<file path="src/airc_pkg.sv">
`default_nettype none

package airc_pkg;

  // ----------------------------------------------------------------
  // register map
  // ----------------------------------------------------------------
  localparam logic [7:0] AIRC_REG_OFFSET = 8'h00;
  localparam logic [15:0] UNLOCK_KEY_VALUE = 16'h05FA;
  localparam logic [15:0] KEY_STATUS_VALUE = 16'hFA05;

  // ----------------------------------------------------------------
  // field positions
  // ----------------------------------------------------------------
  localparam int KEY_LSB = 16;
  localparam int KEY_MSB = 31;
  localparam int ENDIAN_BIT = 15;
  localparam int SPLIT_LSB = 8;
  localparam int SPLIT_MSB = 10;
  localparam int RESET_REQ_BIT = 2;

  // ----------------------------------------------------------------
  // reset values and timing
  // ----------------------------------------------------------------
  localparam logic [2:0] SPLIT_RESET = 3'h0;
  localparam logic [2:0] SPLIT_ALL_SUB = 3'h7;
  localparam int PRIO_WIDTH = 8;
  localparam int RESET_PULSE_NS = 16;
  localparam int CLK_PERIOD_NS = 8;
  localparam int RESET_PULSE_CYCLES =
    (RESET_PULSE_NS + CLK_PERIOD_NS - 1) / CLK_PERIOD_NS;

  // ----------------------------------------------------------------
  // carriers
  // ----------------------------------------------------------------
  typedef struct packed {
    logic [7:0] addr;
    logic [31:0] wdata;
    logic wr;
    logic rd;
  } airc_bus_req_type;

  typedef struct packed {
    logic [7:0] group_a;
    logic [7:0] group_b;
  } airc_compare_type;

endpackage : airc_pkg

`default_nettype wire

</file>
<file path="src/airc_ctrl.sv">
// Function
// - writes ignored unless top halfword is 0x5FA; top halfword reads 0xFA05
// - bit 15 reads fixed byte-order indicator, 0 little, 1 big
// - bits 10:8 hold read-write three-bit priority split point
// - writing 1 to bit 2 requests system reset; bit reads 0
// - reset request drives system reset of everything except debug logic
// - bits 1 and 0 read zero; software writes zero there
// - split g keeps bits 7:g+1 as group, g:0 as subpriority
// - split value 7 gives no group bits, all subpriority
// - missing low priority bits of narrow fields are taken as zero
// - preemption compares group priority portions only
`timescale 1ns/10ps
`default_nettype none

module airc_ctrl #(
  parameter bit BIG_ENDIAN = 1'b0,
  parameter int PRIO_BITS = 8
) (
  // clock and reset
  input wire logic i_clk,
  input wire logic i_rst,
  // register port
  input wire logic [7:0] i_addr,
  input wire logic [31:0] i_wdata,
  input wire logic i_wr,
  input wire logic i_rd,
  output logic [31:0] o_rdata,
  // priority comparison
  input wire logic [PRIO_BITS-1:0] i_prio_active,
  input wire logic [PRIO_BITS-1:0] i_prio_pending,
  output logic o_preempt,
  output logic [2:0] o_priority_split_point,
  // system reset request
  output logic o_system_reset_request
);

  // ----------------------------------------------------------------
  // elaboration checks
  // ----------------------------------------------------------------
  if (PRIO_BITS < 1 || PRIO_BITS > airc_pkg::PRIO_WIDTH) begin : g_bad_width
    $error("priority width must be 1 to 8");
  end

  // ----------------------------------------------------------------
  // helpers
  // ----------------------------------------------------------------
  // widen narrow field, low bits zero
  function automatic logic [7:0] airc_widen(input logic [PRIO_BITS-1:0] p);
    logic [7:0] w;
    w = '0;
    w[7 -: PRIO_BITS] = p;
    return w;
  endfunction : airc_widen

  // mask off subpriority bits
  function automatic logic [7:0] airc_group(input logic [7:0] p, input logic [2:0] g);
    logic [8:0] m;
    m = 9'h1FF << (9'(g) + 9'h001);
    return p & m[7:0];
  endfunction : airc_group

  typedef enum logic [0:0] {
    RST_IDLE = 1'b0,
    RST_PULSE = 1'b1
  } airc_rst_state_type;

  wire airc_pkg::airc_bus_req_type req = '{addr: i_addr, wdata: i_wdata, wr: i_wr, rd: i_rd};
  logic sel;
  logic key_ok;
  logic [2:0] split_q;
  logic [31:0] rdata_q;
  logic reset_req_q;
  logic preempt_q;
  logic [1:0] pulse_cnt_q;
  airc_rst_state_type rst_state_q;
  airc_pkg::airc_compare_type cmp;

  assign sel = (req.addr == airc_pkg::AIRC_REG_OFFSET);
  assign key_ok = (req.wdata[airc_pkg::KEY_MSB:airc_pkg::KEY_LSB] == airc_pkg::UNLOCK_KEY_VALUE);

  // ----------------------------------------------------------------
  // split point register
  // ----------------------------------------------------------------
  always_ff @(posedge i_clk or posedge i_rst) begin
    if (i_rst) begin
      split_q <= airc_pkg::SPLIT_RESET;
    end else if (req.wr && sel && key_ok) begin
      split_q <= req.wdata[airc_pkg::SPLIT_MSB:airc_pkg::SPLIT_LSB];
    end
  end

  // ----------------------------------------------------------------
  // read data, one cycle after strobe
  // ----------------------------------------------------------------
  always_ff @(posedge i_clk or posedge i_rst) begin
    if (i_rst) begin
      rdata_q <= 32'h0000_0000;
    end else if (req.rd && sel) begin
      rdata_q <= 32'h0000_0000;
      rdata_q[airc_pkg::KEY_MSB:airc_pkg::KEY_LSB] <= airc_pkg::KEY_STATUS_VALUE;
      rdata_q[airc_pkg::ENDIAN_BIT] <= BIG_ENDIAN;
      rdata_q[airc_pkg::SPLIT_MSB:airc_pkg::SPLIT_LSB] <= split_q;
    end else begin
      rdata_q <= 32'h0000_0000;
    end
  end

  // ----------------------------------------------------------------
  // system reset request pulse
  // ----------------------------------------------------------------
  always_ff @(posedge i_clk or posedge i_rst) begin
    if (i_rst) begin
      rst_state_q <= RST_IDLE;
      pulse_cnt_q <= 2'h0;
      reset_req_q <= 1'b0;
    end else begin
      case (rst_state_q)
        RST_IDLE: begin
          if (req.wr && sel && key_ok && req.wdata[airc_pkg::RESET_REQ_BIT]) begin
            rst_state_q <= RST_PULSE;
            pulse_cnt_q <= 2'(airc_pkg::RESET_PULSE_CYCLES - 1);
            reset_req_q <= 1'b1;
          end
        end
        RST_PULSE: begin
          if (pulse_cnt_q == 2'h0) begin
            rst_state_q <= RST_IDLE;
            reset_req_q <= 1'b0;
          end else begin
            pulse_cnt_q <= pulse_cnt_q - 2'h1;
          end
        end
        default: begin
          rst_state_q <= RST_IDLE;
          reset_req_q <= 1'b0;
        end
      endcase
    end
  end

  // ----------------------------------------------------------------
  // preemption, group portions only
  // ----------------------------------------------------------------
  always_comb begin
    cmp.group_a = airc_group(airc_widen(i_prio_pending), split_q);
    cmp.group_b = airc_group(airc_widen(i_prio_active), split_q);
  end

  always_ff @(posedge i_clk or posedge i_rst) begin
    if (i_rst) begin
      preempt_q <= 1'b0;
    end else begin
      preempt_q <= (cmp.group_a < cmp.group_b);
    end
  end

  assign o_rdata = rdata_q;
  assign o_preempt = preempt_q;
  assign o_priority_split_point = split_q;
  assign o_system_reset_request = reset_req_q;

  // ----------------------------------------------------------------
  // assertions
  // ----------------------------------------------------------------
  // widened priorities, checker use only
  logic [7:0] pend_w;
  logic [7:0] act_w;
  assign pend_w = airc_widen(i_prio_pending);
  assign act_w = airc_widen(i_prio_active);
endmodule : airc_ctrl

`default_nettype wire

</file>
<file path="config.mk">
export PLATFORM = sky130hd
export DESIGN_NAME = airc_ctrl
export DESIGN_NICKNAME = d
export VERILOG_FILES = /design/src/airc_pkg.sv /design/src/airc_ctrl.sv
export SDC_FILE = /design/constraint.sdc
export NUM_CORES = 1
export LEC_CHECK = 0
export BUFFER_PORTS_ARGS = -buffer_cell sky130_fd_sc_hd__buf_4
export CORE_MARGIN = 2
export CORE_UTILIZATION = 34
export DETAILED_ROUTE_END_ITERATION = 10
export GPL_ROUTABILITY_DRIVEN = 0
export PLACE_DENSITY = 0.76
export SLEW_MARGIN = 15
export SYNTH_ARGS = -nofsm -noshare
export SYNTH_HDL_FRONTEND = slang
export SYNTH_SLANG_ARGS = --single-unit
</file>
<file path="constraint.sdc">
create_clock -name i_clk -period 2.36 [get_ports i_clk]
set_clock_uncertainty 0.2 [all_clocks]
set_input_delay 0.118 -clock i_clk [delete_from_list [all_inputs] [get_ports i_clk]]
set_output_delay 0.118 -clock i_clk [all_outputs]
set_load 0.03 [all_outputs]
</file>
Word-level counts from Yosys, hierarchy flattened
Index checks and enable logic that the tools add are counted.

word-level totals
  register bits after elaboration = 40
  bits of input ports = 60
  logic and storage cells = 35

operators by class
  add/sub/neg operators = 2
  $lt $le $gt $ge = 1
  equality and inequality tests = 4
  shifts and indexed selects = 1
  multiplexer cells = 10
  bitwise logic cells = 3
  reduce and logical (&&, ||, !) cells = 8

operator list
  cell                                                                     count
  32-bit 2-to-1 mux                                                        1
  8-bit bitwise AND                                                        2
  16-bit by 11-bit == test with 1-bit output, second input constant        1
  9-bit by 4-bit << shifter with 8-bit output, first input constant        1
  8-bit logical NOT                                                        1
  8-bit < comparator                                                       1
  3-bit by 1-bit adder with 4-bit output, second input constant            1
  1-bit logical AND                                                        4
  1-bit 2-to-1 mux                                                         4
  2-bit 2-to-1 mux                                                         2
  2-bit inequality test, second input constant                             2
  1-bit case mux with 2 select lines                                       2
  2-bit case mux with 2 select lines                                       1
  2-bit AND reduction                                                      2
  2-bit logical NOT                                                        1
  2-bit by 1-bit inequality test with 1-bit output, second input constant  1
  2-bit by 1-bit subtractor with 2-bit output, second input constant       1
  1-bit inverter                                                           1

Logic depth before layout (Yosys ltp)
Gate-level depths: netlist (run 1).

  depth in word-level cells = 6
  depth in mapped cells = 9

Worst setup path before layout (run 1)
Ideal clock, no wire load.

  kind = register to register
  start = register split_q[1] (netlist: o_priority_split_point[1])
  end = register preempt_q (netlist: o_preempt)
  arrival time = 2.200 ns
  required time = 2.055 ns
  setup slack = -0.145 ns
  stages on the path, launching flop included = 10
  path buffers = 0
  clock period less this slack = 2.505 ns
  cell sequence = dfrtp_1 ha_1 or2_2 o21ai_0 nor2b_1 and2_1 ha_1 o211ai_1 a211oi_1 nor4b_1

between the ends
  longest elaborated chain between the ends = 4
  elaborated cells on any way between the ends = 5
  those cells by class = add/sub (1); order compare (1); shift (1); bitwise (2)

RTL lines
  element                                        line              source
  start: declaration                             airc_ctrl.sv:70   logic [2:0] split_q;
  start signal: assignment                       airc_ctrl.sv:86   split_q <= airc_pkg::SPLIT_RESET;
  start signal: assignment                       airc_ctrl.sv:88   split_q <= req.wdata[airc_pkg::SPLIT_MSB:airc_pkg::SPLIT_LSB];
  3-bit by 1-bit adder with 4-bit output *       airc_ctrl.sv:58   m = 9'h1FF << (9'(g) + 9'h001);
  9-bit by 4-bit << shifter with 8-bit output *  airc_ctrl.sv:58
  8-bit bitwise AND                              airc_ctrl.sv:59   return p & m[7:0];
  8-bit < comparator *                           airc_ctrl.sv:153  preempt_q <= (cmp.group_a < cmp.group_b);
  end signal: assignment                         airc_ctrl.sv:153
  end: declaration                               airc_ctrl.sv:73   logic preempt_q;

Every way passes the cells marked *; elsewhere a longest branch is shown, timed or not.
A chain may end at the register's enable or synchronous reset.

Worst setup path after layout (run 1)
Ends and elaborated chain as after synthesis.

==> results of run 1 <==
[critical path, delay by kind of cell (launching register included)]
family,cells,cell delay [ps]
AO/OA/AOI/OAI,3,520
flip-flops,1,470
adder cells (fa/ha/maj),2,470
AND/OR/NAND/NOR,3,400
buffers and inverters,1,150
[what timing repair did]
action                                 in CTS  in global routing
setup buffers                               1                  0
endpoints found under the hold margin      22                  0
pin swaps                                   1                  9
setup endpoints to repair                   1                  1
resized for setup                           3                 11
hold buffers                                6                  0
[final timing paths]
| path | startpoint | to | cells after the start |
|---|---|---|---|
| worst min-delay path | i_prio_active[7] | o_preempt$_DFF_PP0_ | 4 |
| worst min register to register | o_system_reset_request$_DFFE_PP0P_ | o_system_reset_request$_DFFE_PP0P_ | 2 |
| worst max-delay path | o_priority_split_point[1]$_DFFE_PP0N_ | o_preempt$_DFF_PP0_ | 9 |
| max in group asynchronous | i_rst | o_priority_split_point[1]$_DFFE_PP0N_ | 3 |
| worst max register to register | o_priority_split_point[1]$_DFFE_PP0N_ | o_preempt$_DFF_PP0_ | 9 |
| min in group asynchronous | i_rst | o_rdata[8]$_DFF_PP0_ | 3 |
[synthesized netlist by cell type]
| master | n |
|---|---|
| sky130_fd_sc_hd__o22ai_1 | 2 |
| sky130_fd_sc_hd__or2_2 | 1 |
| sky130_fd_sc_hd__ha_1 | 10 |
| sky130_fd_sc_hd__nor2b_1 | 3 |
| sky130_fd_sc_hd__and3_2 | 1 |
| sky130_fd_sc_hd__nand4_1 | 1 |
| sky130_fd_sc_hd__nor3b_1 | 1 |
| sky130_fd_sc_hd__o211a_1 | 1 |
| sky130_fd_sc_hd__and2_1 | 7 |
| sky130_fd_sc_hd__conb_1 | 1 |
| sky130_fd_sc_hd__a31oi_1 | 1 |
| sky130_fd_sc_hd__a211oi_1 | 1 |
| sky130_fd_sc_hd__dfrtp_1 | 12 |
| sky130_fd_sc_hd__o21a_1 | 1 |
| sky130_fd_sc_hd__nand4_4 | 1 |
| sky130_fd_sc_hd__or4_4 | 2 |
| sky130_fd_sc_hd__mux2_4 | 3 |
| sky130_fd_sc_hd__nor2_4 | 1 |
| sky130_fd_sc_hd__o21ai_0 | 6 |
| sky130_fd_sc_hd__nor4b_1 | 1 |
| sky130_fd_sc_hd__a22oi_1 | 1 |
| sky130_fd_sc_hd__nand3_1 | 1 |
| sky130_fd_sc_hd__inv_1 | 8 |
| sky130_fd_sc_hd__buf_4 | 28 |
| sky130_fd_sc_hd__nand2_1 | 12 |
| sky130_fd_sc_hd__clkbuf_1 | 1 |
| sky130_fd_sc_hd__nand4b_1 | 2 |
| sky130_fd_sc_hd__nand4bb_1 | 1 |
| sky130_fd_sc_hd__nor3_1 | 3 |
| sky130_fd_sc_hd__a21oi_1 | 4 |
| sky130_fd_sc_hd__o211ai_1 | 2 |
| sky130_fd_sc_hd__nor2_1 | 7 |
[sequential cells by signal, summed over array words and instances (netlist names)]
signal	cells
o_preempt	1
o_priority_split_point	3
o_rdata	4
o_system_reset_request	1
pulse_cnt_q	2
rst_state_q	1
[power by group]
group | leakage (nW) | switching (W) | internal, W
Sequential | 0.162 | 0.000000506 | 0.000208
Clock | 0.0210 | 0.0000678 | 0.0000937
Combinational | 0.731 | 0.0000832 | 0.0000788
Total | 0.913 | 0.000152 | 0.000380
[metrics by stage]
stage                     setup WS, ps  std cells  instance area, µm²    util  hold slack [ps]
after floorplan                  21.16        147                1199       -           -217.4
after global placement          -6.786        232                1565  0.5085           -50.26
after detailed placement        -30.84        232                1565  0.5085           -46.54
after CTS                        30.42        243                1682  0.5463            28.73
after global routing            -22.66        243                1729  0.5618            50.80
final                            46.88        243                1729  0.5618            43.11
[logic make-up (layout without fill, tap and decap cells)]
group / after synthesis / in the layout / synth area share
AO/OA/AOI/OAI: 19 / 19 / 0.1050
adder cells (fa/ha/maj): 10 / 10 / 0.1129
buffers and inverters: 37 / 89 / 0.2201
flip-flops: 12 / 12 / 0.2709
multiplexers: 3 / 3 / 0.04063
other: 1 / 21 / 0.003383
AND/OR/NAND/NOR: 45 / 45 / 0.2472
[layer usage]
metal	vias up	wire length [µm]
met5	-	0
met4	0	36
met3	4	128
met2	40	1372
met1	469	976
li1	532	-
[final cells by class]
class	count	area (µm²)	area share
multi-input combinational	98	711.9	0.4117
inverter	8	30.03	0.01737
clock buffer	4	36.28	0.02098
tap	44	55.05	0.03184
timing repair buffer	77	593.1	0.3430
sequential	12	302.8	0.1751
==> impl_summary.log, run 1 <==
INFO  metric fin_crit_sh = 0.9801
INFO  metric route.antenna.remaining_nets = 0
INFO  metric route.vias.total = 1,045
INFO  metric power.ir.vdd_worst = 0.1829 mV
INFO  metric setup_viol = 0
INFO  metric cts-root-to-sink-buffers = 2
INFO  metric yosysUniqueCellTypes = 32
INFO  metric initial_core_util = 0.3602
INFO  metric drv.max_cap_violation_count = 0
INFO  metric port-buffer-count = 63
INFO  metric remaining_drc_errors = 0
INFO  metric setup_tns = 0 ps
INFO  metric drtPass1Iterations = 4
INFO  metric endpoint_kind = register
INFO  metric postRouteWirelength = 2513 µm
INFO  metric grt_util_all_layers = 0.1350
INFO  metric synth.ff_latch_count = 12
INFO  metric worstSetupStartpointType = register
INFO  metric die_area = 3733 µm²
INFO  metric gr-total-overflow = 0
INFO  metric antenna_found_initial = 0
INFO  metric synthTopCellsByArea = sky130_fd_sc_hd__dfrtp_1, sky130_fd_sc_hd__buf_4, sky130_fd_sc_hd__ha_1
INFO  metric wl_per_cell = 10.34 µm
INFO  metric post-synth-top-area-cell = sky130_fd_sc_hd__dfrtp_1
INFO  metric dp_hpwl = 2070 µm
INFO  metric slowest_stage = sky130_fd_sc_hd__dfrtp_2
INFO  metric path_cells = ha_4, buf_4, o22ai_2, a22oi_2, and2_1, ha_1, nand4_1, a211oi_2, nor4b_2
INFO  metric synthesis.instances = 127
INFO  metric cts_made_buffers = 3
INFO  metric timing.final.hold_violations = 0
INFO  metric reg2reg_setup_slack = 50 ps
INFO  metric detailedRoute.firstIterationViolations = 7
INFO  metric grt_pass1_vias = 987
INFO  metric detail_route.vias_per_cell = 4.300
INFO  metric worst_ep_arrival_time = 2270 ps
INFO  metric syn_to_final_growth = 55.98%
INFO  metric outcome = completed
INFO  metric timing.setup.critical_path_class = reg -> reg
INFO  metric cellLeakagePower = 0.9131 nW
INFO  metric htreeDepth = 1
INFO  metric crit_path_max_incr_delay = 470 ps
INFO  metric cts_root_buf = sky130_fd_sc_hd__clkbuf_4
INFO  metric syn-cell-area = 1109 µm²
INFO  metric grt_start_max_net_pins = 13
INFO  metric drv_slew = 0
INFO  metric tmin_final = 2313 ps
INFO  metric antenna_cells = 0
INFO  metric fillCellCount = 301
INFO  metric grt_util_met1 = 0.1466
INFO  metric worstHoldPathType = in -> reg
INFO  metric clock_insertion_delay_worst_skew = 270 ps
INFO  metric final_cell_mix = sky130_fd_sc_hd__buf_4, sky130_fd_sc_hd__conb_1, sky130_fd_sc_hd__nand2_1, sky130_fd_sc_hd__dfrtp_1
INFO  metric mostFrequentLayoutCell = sky130_fd_sc_hd__buf_4
INFO  metric average_footprint_of_a_synthesized_cell = 8.729 µm²
INFO  metric grtUsageMet3 = 0.01891
INFO  metric grt-busiest-layer = met2
INFO  metric first_pass_grt_wire_length = 3808 µm
INFO  metric synth_top_cell_area_share = 0.2709
INFO  metric total_power = 0.0005316 W
INFO  metric floorplan_core_area = 3078 µm²
INFO  metric die_x = 61.10 µm
INFO  metric final_net_count = 270
INFO  metric worstPathRequired = 2320 ps
INFO  metric cts.clk_slew.worst_paths = 80 ps
INFO  metric drive_above_1_share = 0.4874
INFO  metric ioPinCount = 97
INFO  metric tritoncts = built
INFO  metric tritoncts_num_sinks = 12
INFO  metric timing.fmax = 0.4323 GHz
INFO  metric ys_seq_area_frac = 0.2709
INFO  metric floorplan.die.height = 61.10 µm
INFO  metric pwr_density_cell = 307.4 nW/µm²
INFO  metric critical_path.max_fanout = 5
INFO  metric yosys_warnings = 0
INFO  metric rows = 20
INFO  metric grtUsageMet2 = 0.2492
(Power assumes the default switching activity.)
==> run 2: changes to the inputs <==
--- a/config.mk
+++ b/config.mk
@@ -6,11 +6,13 @@
 export NUM_CORES = 1
 export LEC_CHECK = 0
 export BUFFER_PORTS_ARGS = -buffer_cell sky130_fd_sc_hd__buf_4
+export CELL_PAD_IN_SITES_DETAIL_PLACEMENT = 1
+export CELL_PAD_IN_SITES_GLOBAL_PLACEMENT = 1
 export CORE_MARGIN = 2
-export CORE_UTILIZATION = 34
+export CORE_UTILIZATION = 23
 export DETAILED_ROUTE_END_ITERATION = 10
 export GPL_ROUTABILITY_DRIVEN = 0
-export PLACE_DENSITY = 0.76
+export PLACE_DENSITY_LB_ADDON = 0.1
 export SLEW_MARGIN = 15
 export SYNTH_ARGS = -nofsm -noshare
 export SYNTH_HDL_FRONTEND = slang
==> impl_summary.log, run 2 (synthesis results as in run 1) <==
INFO  metric ioPinCount = 97 (unchanged)
INFO  metric worst_path_most_repeated_cell = sky130_fd_sc_hd__ha_4
INFO  metric cts.clk_slew.worst_paths = 50 ps (-30 ps)
INFO  metric rows = 25 (+25%)
INFO  metric detailedRoute.firstIterationViolations = 14 (+7)
INFO  metric drv.max_cap_violation_count = 0 (unchanged)
INFO  metric tmin_final = 2310 ps (-3.333 ps)
INFO  metric tritoncts_num_sinks = 12 (unchanged)
INFO  metric cts_root_buf = sky130_fd_sc_hd__clkbuf_8
INFO  metric timing.final.hold_violations = 0 (unchanged)
INFO  metric clock_insertion_delay_worst_skew = 240 ps (-30 ps)
INFO  metric endpoint_kind = register
INFO  metric antenna_found_initial = 0 (unchanged)
INFO  metric htreeDepth = 1 (unchanged)
INFO  metric cts_made_buffers = 3 (unchanged)
INFO  metric final_cell_mix = sky130_fd_sc_hd__buf_4, sky130_fd_sc_hd__conb_1, sky130_fd_sc_hd__nand2_1, sky130_fd_sc_hd__dfrtp_1, sky130_fd_sc_hd__inv_1
INFO  metric final_net_count = 269 (-0.37%)
INFO  metric timing.reg2reg.worst_path_depth = 9 (unchanged)
INFO  metric tritoncts = built
INFO  metric worst-path-stages = 9 (unchanged)
INFO  metric timing.setup.critical_path_class = reg -> reg
INFO  metric first_pass_grt_wire_length = 4857 µm (+28%)
INFO  metric floorplan_core_area = 4692 µm² (+52%)
INFO  metric worst_r2r_startpoint = o_priority_split_point[1]$_DFFE_PP0N_
INFO  metric grtUsageMet2 = 0.2132 (-0.03603)
INFO  metric postRouteWirelength = 3028 µm (+20%)
INFO  metric grt_util_met1 = 0.1324 (-0.01417)
INFO  metric crit_buf_inv = 0 (-1)
INFO  metric grt-busiest-layer = met2
INFO  metric regToRegEndpoint = o_preempt$_DFF_PP0_
INFO  metric timing.fmax = 0.4329 GHz (+0.14%)
INFO  metric path_cells = ha_4, or2_4, o21ai_2, nor2b_4, and2_4, ha_4, o211ai_1, a211oi_2, nor4b_4
INFO  metric syn_to_final_growth = 60.50%
INFO  metric final.setup.worst_slack = 50.21 ps (+3.333 ps)
INFO  metric worst_ep_arrival_time = 2260 ps (about the same)
INFO  metric setup_viol = 0 (unchanged)
INFO  metric startpoint = o_priority_split_point[1]$_DFFE_PP0N_
INFO  metric route.antenna.remaining_nets = 0 (unchanged)
INFO  metric wl_per_cell = 12.02 µm (+16%)
INFO  metric finish.instance_area = 1779 µm² (+2.9%)
INFO  metric initial_core_util = 0.2363 (-0.1239)
INFO  metric worstSetupStartpointType = register
INFO  metric reg2reg_setup_slack = 50 ps (about the same)
INFO  metric die_x = 73.43 µm (+20%)
INFO  metric drtPass1Iterations = 4 (unchanged)
INFO  metric largest_register_ffs = 4 (unchanged)
INFO  metric remaining_drc_errors = 0 (unchanged)
INFO  metric drive_above_1_share = 0.5051 (+0.01761)
INFO  metric critPathCapture = o_preempt$_DFF_PP0_
INFO  metric crit_path_max_incr_delay = 450 ps (-20 ps)
INFO  metric setup_tns = 0 ps (unchanged)
INFO  metric worstPathRequired = 2310 ps (about the same)
INFO  metric dp_hpwl = 2623 µm (+27%)
INFO  metric grtUsageMet3 = 0.02606 (+0.007156)
INFO  metric antenna_cells = 0 (unchanged)
INFO  metric mostFrequentLayoutCell = sky130_fd_sc_hd__buf_4
INFO  metric critical-path-top-delay-family = simple AND/OR/NAND/NOR gates
INFO  metric floorplan.die.height = 73.43 µm (+20%)
INFO  metric detailed_place.area = 1585 µm² (+1.3%)
INFO  metric port-buffer-count = 63 (unchanged)
INFO  metric cellLeakagePower = 0.9276 nW (+1.6%)
INFO  metric fin_crit_sh = 0.9787 (-0.001412)
INFO  metric worstHoldPathType = in -> reg
INFO  metric rsz_0062_raised_after_global_routing = true
INFO  metric critical_path.max_fanout = 4 (-1)
INFO  metric grt_start_max_net_pins = 13 (unchanged)
INFO  metric route.vias.total = 1,065 (+1.9%)
INFO  metric die_area = 5391 µm² (+44%)
INFO  metric pwr_density_cell = 335.1 nW/µm² (+9.0%)
INFO  metric detail_route.vias_per_cell = 4.226 (-1.7%)
INFO  metric outcome = completed
INFO  metric slowest_stage = sky130_fd_sc_hd__dfrtp_2
INFO  metric grt_util_all_layers = 0.1152 (-0.01972)
INFO  metric total_power = 0.0005962 W (+12%)
INFO  metric drv_slew = 0 (unchanged)
INFO  metric dp_slack = -87.75 ps (-56.90 ps)
INFO  metric cts-root-to-sink-buffers = 2 (unchanged)
INFO  metric gr-total-overflow = 0 (unchanged)
INFO  metric postCtsSetupRepairBufs = 0 (-1)
INFO  metric power.ir.vdd_worst = 0.1900 mV (+3.9%)
INFO  metric grt_pass1_vias = 1,076 (+9.0%)
INFO  metric worst_hold_path.num_cells = 3 (-1)
run 2: cell types whose count changed in the layout (fill, tap and decap cells not counted), sizes merged:
cell,delta
dlygate4sd3,-1
run 2: metrics by stage:
stage / std cells / hold WS [ps] / util
floorplan: 147 / -217.4 / -
global placement: 243 / -38.24 / 0.3379
detailed placement: 243 / -34.37 / 0.3379
CTS: 252 / 5.494 / 0.3632
global route: 252 / 26.98 / 0.3792
finish: 252 / 8.623 / 0.3792
run 2: final cells by class:
class	instances	area (µm²)
fillers	566	2913
multi-input cells	98	737.0
repair buffers	76	586.8
flip-flops and latches	12	302.8
well taps	54	67.56
clock buffers	4	55.05
inverters	8	30.03
run 2: worst min-delay path by stage:
stage	from	to	slack, ps
floorplan	i_rst	o_preempt$_DFF_PP0_	-220
global placement	i_rst	pulse_cnt_q[0]$_DFFE_PP0P_	-40
detailed placement	i_rst	rst_state_q$_DFF_PP0_	-30
CTS	i_wdata[2]	rst_state_q$_DFF_PP0_	5
global route	i_wdata[2]	rst_state_q$_DFF_PP0_	30
finish	i_wdata[2]	rst_state_q$_DFF_PP0_	9
run 2: where the power goes:
part	internal [W]	leakage (nW)	switching, W	total [W]
combinational	0.0000808	0.737	0.0000862	0.000167
sequential	0.000208	0.162	0.000000529	0.000209
clock	0.000147	0.0288	0.0000733	0.000220
run 2: tightest hold or removal path: cells and delay by family:
family,cells,cell delay (ps)
buf+inv,1,80
compound gates,1,120
simple gates,1,80
run 2: per-layer routing:
| layer | vias up | share of wire |
|---|---|---|
| li1 | 525 | - |
| met1 | 498 | 0.39 |
| met5 | - | 0 |
| met4 | 0 | 0.0096 |
| met3 | 2 | 0.049 |
| met2 | 40 | 0.55 |
run 2: timing repair:
item                                    4_1_cts  5_1_grt
gates resized for setup                       4       15
hold buffers                                  5        0
endpoints found under the setup margin        1        1
endpoints found under the hold margin        19        0
pin swaps                                     0        8
